$ cat config.mk
export PLATFORM = sky130hd
export DESIGN_NAME = mwr_regs
export DESIGN_NICKNAME = d
export VERILOG_FILES = /design/src/pkg/mwr_pkg.sv /design/src/mwr_regs.sv
export SDC_FILE = /design/constraint.sdc
export NUM_CORES = 1
export LEC_CHECK = 0
export ABC_AREA = 0
export BUFFER_PORTS_ARGS = -buffer_cell sky130_fd_sc_hd__buf_2
export CAP_MARGIN = 20
export CORE_MARGIN = 5
export CORE_UTILIZATION = 48
export CTS_CLUSTER_SIZE = 40
export DETAILED_ROUTE_END_ITERATION = 12
export HOLD_SLACK_MARGIN = 0.02
export PLACE_DENSITY = 0.8
export SYNTH_ARGS = -nofsm -noshare
export SYNTH_HDL_FRONTEND = slang
export SYNTH_SLANG_ARGS = --single-unit
$ cat constraint.sdc
create_clock -name ref_clk -period 1.9 [get_ports ref_clk]
set_input_delay 0.095 -clock ref_clk [delete_from_list [all_inputs] [get_ports ref_clk]]
set_output_delay 0.095 -clock ref_clk [all_outputs]
set_load 0.05 [all_outputs]
$ cat src/pkg/mwr_pkg.sv
// Purpose: Constants for the wake, edge, timer-high and timer0 mode register slice
// Assumes: 8-bit special-function register space, byte-wide data
// Notes:   Offsets are register-space byte addresses
package mwr_pkg;
  localparam logic [7:0] ADDR_WAKE    = 8'h15;
  localparam logic [7:0] ADDR_EDGE    = 8'h18;
  localparam logic [7:0] ADDR_T1HI    = 8'h19;
  localparam logic [7:0] ADDR_RFC     = 8'h1b;
  localparam logic [7:0] ADDR_T3HI    = 8'h1c;
  localparam logic [7:0] ADDR_T3IRQ   = 8'h1f;
  localparam logic [7:0] RST_WAKE     = 8'hff;
  localparam logic [5:0] RST_EDGE     = 6'h05;
  localparam logic [7:0] RST_TIMER0_MODE_PRESCALER     = 8'h3f;
  localparam logic [1:0] EDGE_RISE    = 2'h1;
  localparam logic [1:0] EDGE_FALL    = 2'h2;
  localparam logic [1:0] EDGE_BOTH    = 2'h3;
  localparam int         BIT_TIMER3_UNDERFLOW_FLAG     = 4;
  localparam int         BIT_TIMER3_UNDERFLOW_IRQ_EN     = 0;
  localparam int         BIT_MEASURE_ENABLE    = 7;
  localparam int         BIT_T0_LCK   = 7;
  localparam int         BIT_T0_CS    = 5;
  localparam int         BIT_T0_CE    = 4;
  localparam int         BIT_T0_PSA   = 3;
endpackage

$ cat src/mwr_regs.sv
// Purpose: Register slice: wake enables, edge select, timer high bits, RES_FREQ_MEASURE_CTRL, Timer3 irq, Timer0 mode
// Assumes: CPU access on ref_clk; pins and flag events already synchronous
// Notes:   Counting cores, PWM, watchdog and measurement engine live elsewhere
// What this block does
// - Eight port A wake enables, set lets pin wake, reset all ones
// - Irq0 edge code: 01 rise, 10 fall, 11 both, 00 reserved
// - Irq1 edge code uses same coding in its own field
// - Irq0 select routes PB0 as interrupt input, else general pin
// - Irq1 select routes PB1/PA2 as interrupt input, else general pin
// - Timer1 high write sets reload bits 9..8; read returns live count bits
// - Same register holds PWM2 and PWM1 duty high bits
// - Timer3 high write sets reload bits 9..8; read returns live count bits
// - Timer3 register holds PWM4 and PWM3 duty high bits
// - RES_FREQ_MEASURE_CTRL bit 7 enables measurement, resets to zero
// - Four-bit pad code picks PA0..PA7 or PB0..PB5
// - Timer3 underflow sets bit 4 flag, held until firmware write clears
// - Bit 0 enables Timer3 underflow interrupt, resets zero
// - Timer0 mode register reached only by two dedicated instructions
// - Timer0 prescale divides by two to power code plus one
// - Watchdog prescale: 2^code in reset mode, 2^(code+1) interrupt mode
// - Assignment bit gives prescaler to watchdog when set, resets one
// - Edge bit set counts falling, clear counts rising external edges
// - Edge selection also applies to low-frequency oscillator source
// - Source bit picks instruction clock or external source; bit 7 then picks external pin or low oscillator
`timescale 1ns/1ps
module mwr_regs (
  input  wire logic       ref_clk,         // Instruction clock
  input  wire logic       rst_n,           // Async reset, active low
  input  wire logic [7:0] reg_addr,        // Data-space address
  input  wire logic       reg_wr,          // Data-space write strobe
  input  wire logic [7:0] reg_wdata,       // Write data
  output logic      [7:0] reg_rdata,       // Read data, combinational
  input  wire logic       timer0_mode_prescaler_wr,         // Mode-write instruction strobe
  output logic      [7:0] timer0_mode_prescaler_rdata,      // Mode-read instruction data
  input  wire logic [1:0] timer1_count_hi, // Live Timer1 bits 9..8
  input  wire logic [1:0] timer3_count_hi, // Live Timer3 bits 9..8
  input  wire logic       timer3_underflow,// Timer3 underflow pulse
  input  wire logic       wdt_irq_mode,    // Watchdog in interrupt mode
  input  wire logic [7:0] porta_pins,      // Synchronised port A levels
  input  wire logic [5:0] portb_pins,      // Synchronised port B levels
  output logic      [7:0] pin_wake_enable, // Port A wake enables
  output logic      [1:0] timer1_high_bits,// Timer1 reload bits 9..8
  output logic      [1:0] timer3_high_bits,// Timer3 reload bits 9..8
  output logic      [1:0] pwm_ch1_duty_high,
  output logic      [1:0] pwm_ch2_duty_high,
  output logic      [1:0] pwm_ch3_duty_high,
  output logic      [1:0] pwm_ch4_duty_high,
  output logic            measure_enable,  // Measurement enable
  output logic            measure_pad,     // Selected pad level
  output logic            irq0_pin_select, // PB0 used as irq0
  output logic            irq1_pin_select, // PB1/PA2 used as irq1
  output logic            irq0_trigger,    // Irq0 edge event pulse
  output logic            irq1_trigger,    // Irq1 edge event pulse
  output logic            timer3_underflow_flag,
  output logic            timer3_irq,      // Flag gated by enable
  output logic            prescaler_assign,// 1 watchdog, 0 Timer0
  output logic      [8:0] prescale_ratio,  // Divide ratio, 1..256
  output logic      [1:0] timer0_clk_src,  // 0 inst, 1 pin, 2 low osc
  output logic            timer0_edge_select // 1 falling, 0 rising
);
  logic [7:0] wake;
  logic [5:0] edge_sel;
  logic [1:0] t1_hi;
  logic [3:0] pwm12;
  logic [1:0] t3_hi;
  logic [3:0] pwm34;
  logic       rfc_en;
  logic [3:0] rfc_psel;
  logic       t3_flag;
  logic       t3_ie;
  logic [7:0] timer0_mode_prescaler;
  logic       irq0_d;
  logic       irq1_d;

  // Address decode
  wire wr_wake = reg_wr && reg_addr == mwr_pkg::ADDR_WAKE;
  wire wr_edge = reg_wr && reg_addr == mwr_pkg::ADDR_EDGE;
  wire wr_t1hi = reg_wr && reg_addr == mwr_pkg::ADDR_T1HI;
  wire wr_rfc  = reg_wr && reg_addr == mwr_pkg::ADDR_RFC;
  wire wr_t3hi = reg_wr && reg_addr == mwr_pkg::ADDR_T3HI;
  wire wr_t3ir = reg_wr && reg_addr == mwr_pkg::ADDR_T3IRQ;

  // Register writes; unused bits are not stored, except bit 6 of the Timer0 mode byte
  always_ff @(posedge ref_clk or negedge rst_n) begin
    if (!rst_n) begin
      wake     <= mwr_pkg::RST_WAKE;
      edge_sel <= mwr_pkg::RST_EDGE;
      t1_hi    <= 2'h0;
      pwm12    <= 4'h0;
      rfc_en   <= 1'b0;
      rfc_psel <= 4'h0;
      t3_hi    <= 2'h0;
      pwm34    <= 4'h0;
      t3_ie    <= 1'b0;
      timer0_mode_prescaler     <= mwr_pkg::RST_TIMER0_MODE_PRESCALER;
    end else begin
      if (wr_wake) wake <= reg_wdata;
      if (wr_edge) edge_sel <= reg_wdata[5:0];
      if (wr_t1hi) begin
        t1_hi <= reg_wdata[5:4];
        pwm12 <= reg_wdata[3:0];
      end
      if (wr_rfc) begin
        rfc_en   <= reg_wdata[mwr_pkg::BIT_MEASURE_ENABLE];
        rfc_psel <= reg_wdata[3:0];
      end
      if (wr_t3hi) begin
        t3_hi <= reg_wdata[5:4];
        pwm34 <= reg_wdata[3:0];
      end
      if (wr_t3ir) t3_ie <= reg_wdata[mwr_pkg::BIT_TIMER3_UNDERFLOW_IRQ_EN];
      if (timer0_mode_prescaler_wr) timer0_mode_prescaler <= reg_wdata;
    end
  end

  // Underflow flag: a new underflow wins over a firmware clear
  always_ff @(posedge ref_clk or negedge rst_n) begin
    if (!rst_n) t3_flag <= 1'b0;
    else if (timer3_underflow) t3_flag <= 1'b1;
    else if (wr_t3ir) t3_flag <= reg_wdata[mwr_pkg::BIT_TIMER3_UNDERFLOW_FLAG];
  end

  // Previous levels of the interrupt pins for edge detection
  wire irq0_lvl = portb_pins[0];
  wire irq1_lvl = portb_pins[1] | porta_pins[2];
  always_ff @(posedge ref_clk or negedge rst_n) begin
    if (!rst_n) begin
      irq0_d <= 1'b0;
      irq1_d <= 1'b0;
    end else begin
      irq0_d <= irq0_lvl;
      irq1_d <= irq1_lvl;
    end
  end

  // Edge decode; code 00 yields nothing
  wire [1:0] c0 = edge_sel[1:0];
  wire [1:0] c1 = edge_sel[3:2];
  wire r0 = irq0_lvl & ~irq0_d;
  wire f0 = ~irq0_lvl & irq0_d;
  wire r1 = irq1_lvl & ~irq1_d;
  wire f1 = ~irq1_lvl & irq1_d;
  assign irq0_pin_select = edge_sel[4];
  assign irq1_pin_select = edge_sel[5];
  assign irq0_trigger = irq0_pin_select & ((c0[0] & r0) | (c0[1] & f0));
  assign irq1_trigger = irq1_pin_select & ((c1[0] & r1) | (c1[1] & f1));

  // Outputs from registers
  assign pin_wake_enable   = wake;
  assign timer1_high_bits  = t1_hi;
  assign timer3_high_bits  = t3_hi;
  assign pwm_ch1_duty_high = pwm12[1:0];
  assign pwm_ch2_duty_high = pwm12[3:2];
  assign pwm_ch3_duty_high = pwm34[1:0];
  assign pwm_ch4_duty_high = pwm34[3:2];
  assign measure_enable    = rfc_en;
  assign timer3_underflow_flag = t3_flag;
  assign timer3_irq        = t3_flag & t3_ie;

  // Pad mux; codes above 1101 select nothing
  wire [13:0] pads = {portb_pins, porta_pins};
  assign measure_pad = (rfc_psel <= 4'hd) ? pads[rfc_psel] : 1'b0;

  // Timer0 mode decode
  wire [2:0] rate = timer0_mode_prescaler[2:0];
  wire       wdt_rst_div = timer0_mode_prescaler[mwr_pkg::BIT_T0_PSA] & ~wdt_irq_mode;
  assign prescaler_assign   = timer0_mode_prescaler[mwr_pkg::BIT_T0_PSA];
  assign prescale_ratio     = wdt_rst_div ? (9'h001 << rate) : (9'h002 << rate);
  assign timer0_edge_select = timer0_mode_prescaler[mwr_pkg::BIT_T0_CE];
  assign timer0_clk_src = !timer0_mode_prescaler[mwr_pkg::BIT_T0_CS] ? 2'h0 :
                          (timer0_mode_prescaler[mwr_pkg::BIT_T0_LCK] ? 2'h2 : 2'h1);
  assign timer0_mode_prescaler_rdata = timer0_mode_prescaler;

  // Read mux; count bits come live from the timers
  always_comb begin
    unique case (reg_addr)
      mwr_pkg::ADDR_WAKE:  reg_rdata = wake;
      mwr_pkg::ADDR_EDGE:  reg_rdata = {2'h0, edge_sel};
      mwr_pkg::ADDR_T1HI:  reg_rdata = {2'h0, timer1_count_hi, pwm12};
      mwr_pkg::ADDR_RFC:   reg_rdata = {rfc_en, 3'h0, rfc_psel};
      mwr_pkg::ADDR_T3HI:  reg_rdata = {2'h0, timer3_count_hi, pwm34};
      mwr_pkg::ADDR_T3IRQ: reg_rdata = {3'h0, t3_flag, 3'h0, t3_ie};
      default:             reg_rdata = 8'h00;
    endcase
  end

  // Checks
  property p_wake_reset;
    @(posedge ref_clk) $rose(rst_n) |-> pin_wake_enable == 8'hff;
  endproperty
  a_wake_reset: assert property (p_wake_reset) else $error("wake reset wrong");
  property p_flag_sticky;
    @(posedge ref_clk) disable iff (!rst_n) timer3_underflow |=> timer3_underflow_flag;
  endproperty
  a_flag_sticky: assert property (p_flag_sticky) else $error("flag not set");
  property p_flag_hold;
    @(posedge ref_clk) disable iff (!rst_n) timer3_underflow_flag && !wr_t3ir |=> timer3_underflow_flag;
  endproperty
  a_flag_hold: assert property (p_flag_hold) else $error("flag lost");
  property p_irq_gate;
    @(posedge ref_clk) disable iff (!rst_n) timer3_irq |-> timer3_underflow_flag && t3_ie;
  endproperty
  a_irq_gate: assert property (p_irq_gate) else $error("irq ungated");
  property p_t1_write;
    @(posedge ref_clk) disable iff (!rst_n) wr_t1hi |=> timer1_high_bits == $past(reg_wdata[5:4]);
  endproperty
  a_t1_write: assert property (p_t1_write) else $error("t1 high wrong");
  property p_t3_write;
    @(posedge ref_clk) disable iff (!rst_n) wr_t3hi |=> pwm_ch4_duty_high == $past(reg_wdata[3:2]);
  endproperty
  a_t3_write: assert property (p_t3_write) else $error("pwm4 wrong");
  property p_reserved;
    @(posedge ref_clk) disable iff (!rst_n) c0 == 2'h0 |-> !irq0_trigger;
  endproperty
  a_reserved: assert property (p_reserved) else $error("reserved fired");
  property p_t0_ratio;
    @(posedge ref_clk) disable iff (!rst_n) !prescaler_assign |-> prescale_ratio == (9'h002 << rate);
  endproperty
  a_t0_ratio: assert property (p_t0_ratio) else $error("ratio wrong");
  c_flag: cover property (@(posedge ref_clk) timer3_underflow ##1 wr_t3ir);
  c_irq0: cover property (@(posedge ref_clk) irq0_trigger);
  c_wdt: cover property (@(posedge ref_clk) wdt_rst_div && rate == 3'h7);
  c_irq1: cover property (@(posedge ref_clk) irq1_trigger && c1 == mwr_pkg::EDGE_FALL);
  c_pad: cover property (@(posedge ref_clk) rfc_en && rfc_psel == 4'hd && measure_pad);

  // Wake byte lands whole one edge after its strobe
  property p_wake_write;
    @(posedge ref_clk) disable iff (!rst_n) wr_wake |=> pin_wake_enable == $past(reg_wdata);
  endproperty
  a_wake_write: assert property (p_wake_write) else $error("wake write wrong");
  // PWM1 and PWM2 duty high bits share the low nibble
  property p_pwm12_write;
    @(posedge ref_clk) disable iff (!rst_n) wr_t1hi |=> {pwm_ch2_duty_high, pwm_ch1_duty_high} == $past(reg_wdata[3:0]);
  endproperty
  a_pwm12_write: assert property (p_pwm12_write) else $error("pwm12 wrong");
  // Timer3 reload high bits come from bits 5..4
  property p_t3hi_write;
    @(posedge ref_clk) disable iff (!rst_n) wr_t3hi |=> timer3_high_bits == $past(reg_wdata[5:4]);
  endproperty
  a_t3hi_write: assert property (p_t3hi_write) else $error("t3 high wrong");
  // PWM3 duty high bits sit in bits 1..0
  property p_pwm3_write;
    @(posedge ref_clk) disable iff (!rst_n) wr_t3hi |=> pwm_ch3_duty_high == $past(reg_wdata[1:0]);
  endproperty
  a_pwm3_write: assert property (p_pwm3_write) else $error("pwm3 wrong");
  // Measurement enable follows bit 7 of its write
  property p_rfc_write;
    @(posedge ref_clk) disable iff (!rst_n) wr_rfc |=> measure_enable == $past(reg_wdata[7]);
  endproperty
  a_rfc_write: assert property (p_rfc_write) else $error("rfc enable wrong");
  // Codes past the last pad must give a quiet output
  property p_pad_off;
    @(posedge ref_clk) disable iff (!rst_n) rfc_psel > 4'hd |-> !measure_pad;
  endproperty
  a_pad_off: assert property (p_pad_off) else $error("pad not quiet");
  // Clear by write sticks when no underflow competes
  property p_flag_clear;
    @(posedge ref_clk) disable iff (!rst_n) wr_t3ir && !reg_wdata[4] && !timer3_underflow |=> !timer3_underflow_flag;
  endproperty
  a_flag_clear: assert property (p_flag_clear) else $error("flag not cleared");
  // Enable bit follows bit 0 of its write
  property p_ie_write;
    @(posedge ref_clk) disable iff (!rst_n) wr_t3ir |=> t3_ie == $past(reg_wdata[0]);
  endproperty
  a_ie_write: assert property (p_ie_write) else $error("irq enable wrong");
  // Pin-select bits come from bits 5..4 of the edge write
  property p_sel_write;
    @(posedge ref_clk) disable iff (!rst_n) wr_edge |=> {irq1_pin_select, irq0_pin_select} == $past(reg_wdata[5:4]);
  endproperty
  a_sel_write: assert property (p_sel_write) else $error("pin select wrong");
  // A rising pin with rising code must trigger; past reset edge skipped
  property p_irq0_rise;
    @(posedge ref_clk) disable iff (!rst_n)
      $past(rst_n) && irq0_pin_select && c0 == mwr_pkg::EDGE_RISE && irq0_lvl && !$past(irq0_lvl) |-> irq0_trigger;
  endproperty
  a_irq0_rise: assert property (p_irq0_rise) else $error("irq0 rise missed");
  // A falling irq1 level with falling code must trigger
  property p_irq1_fall;
    @(posedge ref_clk) disable iff (!rst_n)
      $past(rst_n) && irq1_pin_select && c1 == mwr_pkg::EDGE_FALL && !irq1_lvl && $past(irq1_lvl) |-> irq1_trigger;
  endproperty
  a_irq1_fall: assert property (p_irq1_fall) else $error("irq1 fall missed");
  // Watchdog reset mode divides by two to the power code
  property p_wdt_ratio;
    @(posedge ref_clk) disable iff (!rst_n) prescaler_assign && !wdt_irq_mode |-> prescale_ratio == (9'h001 << rate);
  endproperty
  a_wdt_ratio: assert property (p_wdt_ratio) else $error("wdt ratio wrong");
  // Source bit clear always means instruction clock
  property p_t0_src;
    @(posedge ref_clk) disable iff (!rst_n) !timer0_mode_prescaler[mwr_pkg::BIT_T0_CS] |-> timer0_clk_src == 2'h0;
  endproperty
  a_t0_src: assert property (p_t0_src) else $error("clock source wrong");
  // Mode instruction writes the whole byte
  property p_t0_write;
    @(posedge ref_clk) disable iff (!rst_n) timer0_mode_prescaler_wr |=> timer0_mode_prescaler_rdata == $past(reg_wdata);
  endproperty
  a_t0_write: assert property (p_t0_write) else $error("mode write wrong");
  // Mode register leaves reset with the watchdog owning the prescaler
  property p_t0_reset;
    @(posedge ref_clk) $rose(rst_n) |-> timer0_mode_prescaler_rdata == mwr_pkg::RST_TIMER0_MODE_PRESCALER;
  endproperty
  a_t0_reset: assert property (p_t0_reset) else $error("mode reset wrong");
  // Timer1 read returns the live count, not the stored reload
  property p_t1_read;
    @(posedge ref_clk) disable iff (!rst_n) reg_addr == mwr_pkg::ADDR_T1HI |-> reg_rdata[5:4] == timer1_count_hi;
  endproperty
  a_t1_read: assert property (p_t1_read) else $error("t1 read wrong");
endmodule

Yosys cells after proc, flatten, opt, wreduce, memory -nomap -nowiden
Index checks and enable logic that the tools add are counted.

storage, ports and cells
  bits of input ports = 40
  word-level logic and storage cells = 59
  output and inout port bits = 57
  register bits = 43

cells by class
  reduce and logical (&&, ||, !) cells = 7
  shift operators = 2
  order comparisons = 2
  equal/unequal tests = 6
  multiplexer cells = 9
  bitwise operators = 20

operators by type and width
  cell                                                   number
  equality test 8 x 5 -> 1 bit, second input constant    6
  one-hot mux 8 bit (6 select lines)                     1
  bitwise AND 1 bit                                      12
  2-to-1 mux 9 bit                                       1
  left shift 1 x 3 -> 9 bit, first input constant        1
  left shift 2 x 3 -> 9 bit, first input constant        1
  logical AND 1 bit                                      6
  < comparator 4 x 5 -> 1 bit, second input constant     1
  inverter 1 bit                                         5
  binary-select mux 1 bit (select 4 bit)                 1
  less-or-equal comparator 4 bit, second input constant  1
  2-to-1 mux 1 bit                                       4
  2-to-1 mux 2 bit                                       2
  OR 1 bit                                               3
  nonzero test 2 bit                                     1

Longest topological paths before layout
Gate-level depths: netlist of run 1.

  depth in word-level cells = 6
  depth in mapped cells = 6
  gate-level depth less buffers = 5

Least setup slack after synthesis of run 1
OpenSTA, ideal clock, no wires.

  path kind = reg2out
  start = reg timer0_mode_prescaler[0], in the netlist timer0_mode_prescaler_rdata[0]
  end = out prescale_ratio[1]
  data arrival time = 2.245 ns
  stages on the path, launching flop included = 4
  setup slack = -0.440 ns
  path buffers = 0
  data required time = 1.805 ns
  cells stage by stage = dfstp_2 -> inv_1 -> ha_1 -> nor3b_1

on the way
  word-level cells in the longest chain between the ends = 2
  elaborated cells between the ends (all ways) = 3
  classes of those cells = 2 x shift; 1 x mux

RTL lines
  what                                                                           RTL line         text
  from (decl)                                                                    mwr_regs.sv:71   logic [7:0] timer0_mode_prescaler;
  from (signal assigned)                                                         mwr_regs.sv:95   timer0_mode_prescaler <= mwr_pkg::RST_TIMER0_MODE_PRESCALER;
  from (signal assigned)                                                         mwr_regs.sv:112  if (timer0_mode_prescaler_wr) timer0_mode_prescaler <= reg_wdata;
  left shift 2 x 3 -> 9 bit / left shift 1 x 3 -> 9 bit (equally long branches)  mwr_regs.sv:168  assign prescale_ratio = wdt_rst_div ? (9'h001 << rate) : (9'h002 << rate);
  2-to-1 mux 9 bit (*)                                                           mwr_regs.sv:168
  to (decl)                                                                      mwr_regs.sv:57   output logic [8:0] prescale_ratio,

Every way passes the cells marked *; elsewhere a longest branch is shown, timed or not.

Final worst setup path of run 1
  start = reg rfc_psel[0]
  end = out measure_pad

on the way
  word-level cells in the longest chain between the ends = 3
  elaborated cells between the ends (all ways) = 4
  classes of those cells = 1 x order compare; 3 x mux

RTL lines
  what                                    RTL line         text
  from (decl)                             mwr_regs.sv:68   logic [3:0] rfc_psel;
  from (signal assigned)                  mwr_regs.sv:105  rfc_psel <= reg_wdata[3:0];
  binary-select mux 1 bit (select 4 bit)  mwr_regs.sv:162  assign measure_pad = (rfc_psel <= 4'hd) ? pads[rfc_psel] : 1'b0;
  2-to-1 mux 1 bit (not written as such)  mwr_regs.sv:162
  2-to-1 mux 1 bit (*)                    mwr_regs.sv:162
  to (decl)                               mwr_regs.sv:49   output logic measure_pad,

Every way passes the cells marked *; elsewhere a longest branch is shown, timed or not. The select of a mux whose other input is x is not followed.

==> results of run 1 <==
-- sequential cells by signal, indices dropped and copies added, names as in the netlist --
| signal | cells |
|---|---|
| measure_enable | 1 |
| pin_wake_enable | 8 |
| irq1_d | 1 |
| timer1_high_bits | 2 |
| irq0_d | 1 |
| pwm34 | 4 |
| timer3_high_bits | 2 |
| edge_sel | 6 |
| timer0_mode_prescaler_rdata | 8 |
| t3_ie | 1 |
| timer3_underflow_flag | 1 |
| pwm12 | 4 |
| rfc_psel | 4 |
-- layout make-up --
class | count | area share [%]
repair buffers | 109 | 19.6
clock inverters | 2 | 0.406
clock buffers | 6 | 2.36
multi-input cells | 131 | 38.3
well taps | 67 | 2.72
flip-flops and latches | 43 | 35.6
inverters | 9 | 1.10
-- power by group through the flow --
stage,sequential (mW),clock (mW),combinational [mW]
2_1_floorplan,1.18,0,0.272
3_3_place_gp,1.05,0,0.561
3_5_place_dp,1.05,0,0.569
4_1_cts,1.04,0.574,0.583
5_1_grt,1.05,0.617,0.623
6_report,1.04,0.561,0.591
-- metal layers --
metal	vias to the layer above	track usage (%)	wire, um
met5	-	0	0
met4	0	7.09	120
met3	13	4.63	444
met2	80	32.0	2940
met1	934	24.9	2640
li1	907	-	-
-- worst paths after layout --
| kind | start | endpoint | slack [ns] | cells past startpoint |
|---|---|---|---|---|
| worst min register to register | timer1_high_bits[1]$_DFFE_PN0P_ | timer1_high_bits[1]$_DFFE_PN0P_ | 0.50 | 1 |
| worst max-delay path | rfc_psel[0]$_DFFE_PN0P_ | measure_pad | 0.01 | 5 |
| max in group asynchronous | rst_n | pin_wake_enable[3]$_DFFE_PN1P_ | 1.12 | 3 |
| worst min-delay path | porta_pins[2] | irq1_d$_DFF_PN0_ | 0.04 | 3 |
| min in group asynchronous | rst_n | timer3_underflow_flag$_DFFE_PN0P_ | 0.38 | 3 |
| worst max register to register | rfc_psel[0]$_DFFE_PN0P_ | rfc_psel[0]$_DFFE_PN0P_ | 0.84 | 3 |
-- layout by cell type, fill, tap and decap left out, types with 3 or more instances in the layout --
cell	n
dfrtp_1	27
and3_1	3
nor2_1	6
dlygate4sd3_1	3
o221ai_1	3
nor3b_2	3
mux2i_1	7
buf_4	12
o21ai_0	3
dfstp_2	16
mux2_2	39
inv_1	9
buf_2	92
a22o_1	3
nand3b_1	3
nand2_1	13
mux4_2	3
clkbuf_8	5
nor2b_1	3
and2_1	6
nand3_1	3
-- cell families after synthesis --
logic type | count (synthesis)
AO/OA/AOI/OAI | 22
adder cells (fa/ha/maj) | 2
buffers and inverters | 21
flip-flops | 43
multiplexers | 50
AND/OR/NAND/NOR | 57
-- tightest hold or removal path: stages --
cell and delay [ns]:
buf_2 0.08, nor2_1 0.07, inv_1 0.05
-- repair_timing --
item                                   in CTS  in global routing
buffers inserted                            0                  3
pin swaps                                   1                  0
endpoints found under the hold margin      29                  0
resized for setup                           6                  8
setup endpoints to repair                   3                  6
hold buffers                                3                  0
-- metrics by stage --
| stage | power, mW | area [sq um] |
|---|---|---|
| final | 2.19 | 3080 |
| after global routing | 2.29 | 3080 |
| after CTS | 2.19 | 3040 |
| after detailed placement | 1.62 | 2900 |
| after global placement | 1.61 | 2900 |
| after floorplan | 1.45 | 2350 |
==> flow_metrics.tcl, run 1 <==
set metrics [dict create \
    power_frac_seq_pct 47.4 \
    synthXorXnorAreaFrac_pct 0 \
    io_pins 97 \
    tritoncts "yes" \
    critPathBufInv 1 \
    synth_top_family_by_area "multiplexers" \
    grt_pass1_wl_mm 9.53 \
    finalSetupViolations 0 \
    yosys.area.top_type "dfrtp_1" \
    antenna_found_initial 0 \
    end_kind "primary output" \
    post-route-util_pct 65.2 \
    holdWs_ns 0.0421 \
    tightestPinTransition_ns 0.533 \
    yosysMostFrequentCell "mux2_2" \
    vias 1934 \
    critical_path_class "flop to primary output" \
    fin_cells 367 \
    cts_max_level 2 \
    fp.dieH_um 79.7 \
    die_w_um 79.7 \
    port_buffers 96 \
    synth_compound_area_share_pct 6.91 \
    grt_pass1_vias 1958 \
    gp_routability_congestion 0.829 \
    antenna_left 0 \
    die-area_sq_um 6360 \
    seq_area_sq_um 1100 \
    initial_core_util_pct 49.4 \
    synth_edf_count 0 \
    worst_clock_skew_ns 0 \
    synthMuxAreaShare_pct 25.1 \
    start_kind "flop" \
    clk_pin_slew_worst_paths_ns 0.07 \
    wl_per_cell_um 16.7 \
    vias_per_cell 5.27 \
    relSlewSlack_pct 64.5 \
    pre_cts_ws_ns 0.176 \
    worstSkewPairLatency_ns 0.29 \
    wl_mm 6.14 \
    synthArstFlopShare_pct 100 \
    avgSynthCellArea_sq_um 12.0 \
    nets 341 \
    crit_chain "mux4_2 > and2_4 > a211oi_2 > a21oi_1 > buf_4" \
    cts_made_buffers 5 \
    grt_start_max_net_pins 44 \
    max_stage_delay_ns 0.51 \
    synthTopCellsByCount "39 x mux2_2, 27 x dfrtp_1, 16 x dfstp_2" \
    drc 0 \
    setup_ws_ns 0.0147 \
    syn_area_sq_um 2330 \
    drt_iter0_markers 67 \
    cellLeakagePower_nw 1.54 \
    synthesis.nets 237 \
    synth_seq_cells 43 \
    hold_viol 0 \
    core-area_sq_um 4720 \
    fillers 379 \
    powerDensity_nw_per_um2 711 \
    finalSetupTns_ns 0 \
    fin_crit_ns 1.89 \
    vdd_drop_max_mv 0.528 \
    fin_crit_sh_pct 99.2 \
    crit_path_max_fanout 3 \
    syn-instance-count 195 \
    p_sw_share_pct 34.5 \
    clock_sinks 43 \
    gr-total-overflow 0 \
    synth_cell_type_count 39 \
    hold_path.class "primary input to flop" \
    drive_gt1_share_pct 61.3 \
    cp.arrival_ns 1.79 \
    num_rows 25 \
    antenna_cells 0 \
    cp.required_ns 1.80 \
    clkPwrFrac_pct 25.6 \
    synthAdderAreaFrac_pct 1.07 \
    drv_cap 0 \
    status "completed" \
    yosysSeqAreaShare_pct 46.9 \
    clock.fmax_mhz 530 \
    area_growth_pct 31.9 \
    synthSimpleGateAreaFrac_pct 15.6 \
    power.combinational.fraction_pct 27.0 \
    yosys-top-cells-area "dfrtp_1 29%, mux2_2 19%, dfstp_2 18%" \
    rsz0062_at_grt "true" \
    slew_viol_final 0 \
    multiInputGateArea_sq_um 1180 \
    grt_use_total_pct 19.4 \
    dpl.hpwl_mm 4.67 \
    dr.pass1.iters 4 \
    synth_flop_cell "dfrtp_1" \
    synth_top_cell_area_share_pct 28.9 \
    cpLargestDelayFamily "multiplexers" \
    ctsRootBufferMaster "clkbuf_8" \
    switching_power_mw 0.756 \
    p_int_mw 1.43 \
    yosys_warnings 0 \
    crit_slowest_cell "mux4_2" \
    cts_buffer_depth 2 \
    numPlacedInstances 353 \
]
No activity file was read; power rests on OpenSTA's default activity.
==> inputs of run 2 (changes only) <==
--- a/config.mk
+++ b/config.mk
@@ -8,12 +8,14 @@
 export ABC_AREA = 0
 export BUFFER_PORTS_ARGS = -buffer_cell sky130_fd_sc_hd__buf_2
 export CAP_MARGIN = 20
+export CELL_PAD_IN_SITES_DETAIL_PLACEMENT = 1
+export CELL_PAD_IN_SITES_GLOBAL_PLACEMENT = 2
 export CORE_MARGIN = 5
-export CORE_UTILIZATION = 48
+export CORE_UTILIZATION = 29
 export CTS_CLUSTER_SIZE = 40
 export DETAILED_ROUTE_END_ITERATION = 12
 export HOLD_SLACK_MARGIN = 0.02
-export PLACE_DENSITY = 0.8
+export PLACE_DENSITY_LB_ADDON = 0.1
 export SYNTH_ARGS = -nofsm -noshare
 export SYNTH_HDL_FRONTEND = slang
 export SYNTH_SLANG_ARGS = --single-unit
==> flow_metrics.tcl, run 2 (same netlist as run 1, synthesis figures left out) <==
set metrics [dict create \
    antenna_found_initial 0 \
    core-area_sq_um 7770 \
    switching_power_mw 0.784 \
    drt_iter0_markers 29 \
    start_kind "flop" \
    worst_clock_skew_ns 0 \
    critical_path_class "flop to primary output" \
    crit_chain "mux4_2 > a21oi_1 > a21oi_1 > buf_4" \
    p_int_mw 1.60 \
    fin_cells 406 \
    drv_cap 0 \
    layout_commonest_cell "buf_2" \
    grt_use_total_pct 14.4 \
    dr.pass1.iters 3 \
    hold_viol 0 \
    vdd_drop_max_mv 0.335 \
    p_sw_share_pct 32.9 \
    numPlacedInstances 394 \
    end_kind "primary output" \
    worstSkewPairLatency_ns 0.29 \
    antenna_cells 0 \
    gp_routability_congestion 0.725 \
    vias_per_cell 4.75 \
    clock.fmax_mhz 540 \
    die-area_sq_um 9950 \
    num_rows 32 \
    port_buffers 96 \
    rsz0062_at_grt "true" \
    cp.arrival_ns 1.76 \
    seq_area_sq_um 1100 \
    io_pins 97 \
    crit_slowest_cell "mux4_2" \
    tritoncts "yes" \
    grt_pass1_wl_mm 11.3 \
    area_growth_pct 36.2 \
    grt_start_max_net_pins 20 \
    dpl.hpwl_mm 5.69 \
    power.combinational.fraction_pct 24.9 \
    power_frac_seq_pct 43.4 \
    ctsRootBufferMaster "clkbuf_8" \
    max_stage_delay_ns 0.53 \
    antenna_left 0 \
    multiInputGateArea_sq_um 1170 \
    crit_path_max_fanout 6 \
    vias 1928 \
    layout_common_cells "93 x buf_2, 39 x mux2_2, 26 x dfrtp_1" \
    nets 345 \
    finalSetupViolations 0 \
    clkPwrFrac_pct 31.7 \
    hold_path.class "primary input to flop" \
    fin_crit_ns 1.85 \
    drc 0 \
    cts_max_level 2 \
    wl_mm 7.07 \
    relSlewSlack_pct 71.2 \
    critPathBufInv 1 \
    wl_per_cell_um 17.4 \
    gr-total-overflow 0 \
    stdcell_area_sq_um 3180 \
    cp.required_ns 1.80 \
    fillers 913 \
    fp.dieH_um 99.7 \
    fin_crit_sh_pct 97.5 \
    cellLeakagePower_nw 1.57 \
    finalSetupTns_ns 0 \
    cts_buffer_depth 2 \
    die_w_um 99.7 \
    cpLargestDelayFamily "multiplexers" \
    postPlaceCellArea_sq_um 2990 \
    slew_viol_final 0 \
    clk_pin_slew_worst_paths_ns 0.09 \
    tightestPinTransition_ns 0.432 \
    powerDensity_nw_per_um2 750 \
    grt_pass1_vias 2030 \
    clock_sinks 43 \
    crit_top_cell "a21oi_1" \
    initial_core_util_pct 30.1 \
    cts_made_buffers 5 \
    status "completed" \
    drive_gt1_share_pct 62.5 \
]
==> run 2: final cells by class <==
type	instances	share of cell area, %
multi-input cells	131	36.9
repair buffers	113	19.8
clock inverters	2	1.10
well taps	102	4.01
inverters	9	1.06
clock buffers	6	2.60
flip-flops and latches	43	34.5
==> run 2: worst reg2reg max path, stage by stage (launching register included) <==
cell     delay (ns)
dfrtp_2        0.44
buf_6          0.14
mux2_2         0.25
==> run 2: final timing paths <==
check,endpoint,start,cells past startpoint,slack (ns)
worst min-delay path,irq1_d$_DFF_PN0_,porta_pins[2],3,0.03
worst max register to register,rfc_psel[0]$_DFFE_PN0P_,rfc_psel[0]$_DFFE_PN0P_,2,0.96
worst min register to register,timer3_high_bits[0]$_DFFE_PN0P_,timer3_high_bits[0]$_DFFE_PN0P_,2,0.49
max in group asynchronous,pin_wake_enable[1]$_DFFE_PN1P_,rst_n,3,0.99
worst max-delay path,measure_pad,rfc_psel[1]$_DFFE_PN0P_,4,0.05
min in group asynchronous,timer1_high_bits[0]$_DFFE_PN0P_,rst_n,2,0.26
==> run 2: what timing repair did <==
item                                    4_1_cts  5_1_grt
gates resized for setup                       8        3
buffers inserted                              0        1
pin swaps                                     2        0
hold endpoints to repair                     12        0
endpoints found under the setup margin        4        4
hold buffers                                  3        0
==> run 2: power by group through the flow <==
stage / clock [mW] / sequential, mW / combinational (mW)
final: 0.756 / 1.04 / 0.594
after global routing: 0.816 / 1.05 / 0.633
after CTS: 0.780 / 1.04 / 0.600
after detailed placement: 0 / 1.06 / 0.584
after global placement: 0 / 1.05 / 0.581
after floorplan: 0 / 1.18 / 0.272
==> run 2: per-stage QoR <==
step	utilization (%)	hold WS [ns]	setup WS, ns	power, mW
finish	40.9	0.0339	0.0475	2.39
global placement	38.5	0.0681	0.216	1.63
floorplan	-	-0.201	0.0110	1.45
detailed placement	38.5	0.0651	0.200	1.64
global route	40.9	0.0349	-0.0363	2.50
CTS	40.7	0.0269	-0.0104	2.42
==> run 2: routing by layer <==
layer	part of all wire, %	routed length, um	track usage, %	vias up
met1	45	3150	19.0	945
met3	6.7	477	4.07	5
met2	48	3390	23.9	57
met5	0	0	0	-
met4	0.64	45	2.21	0
li1	-	-	-	921
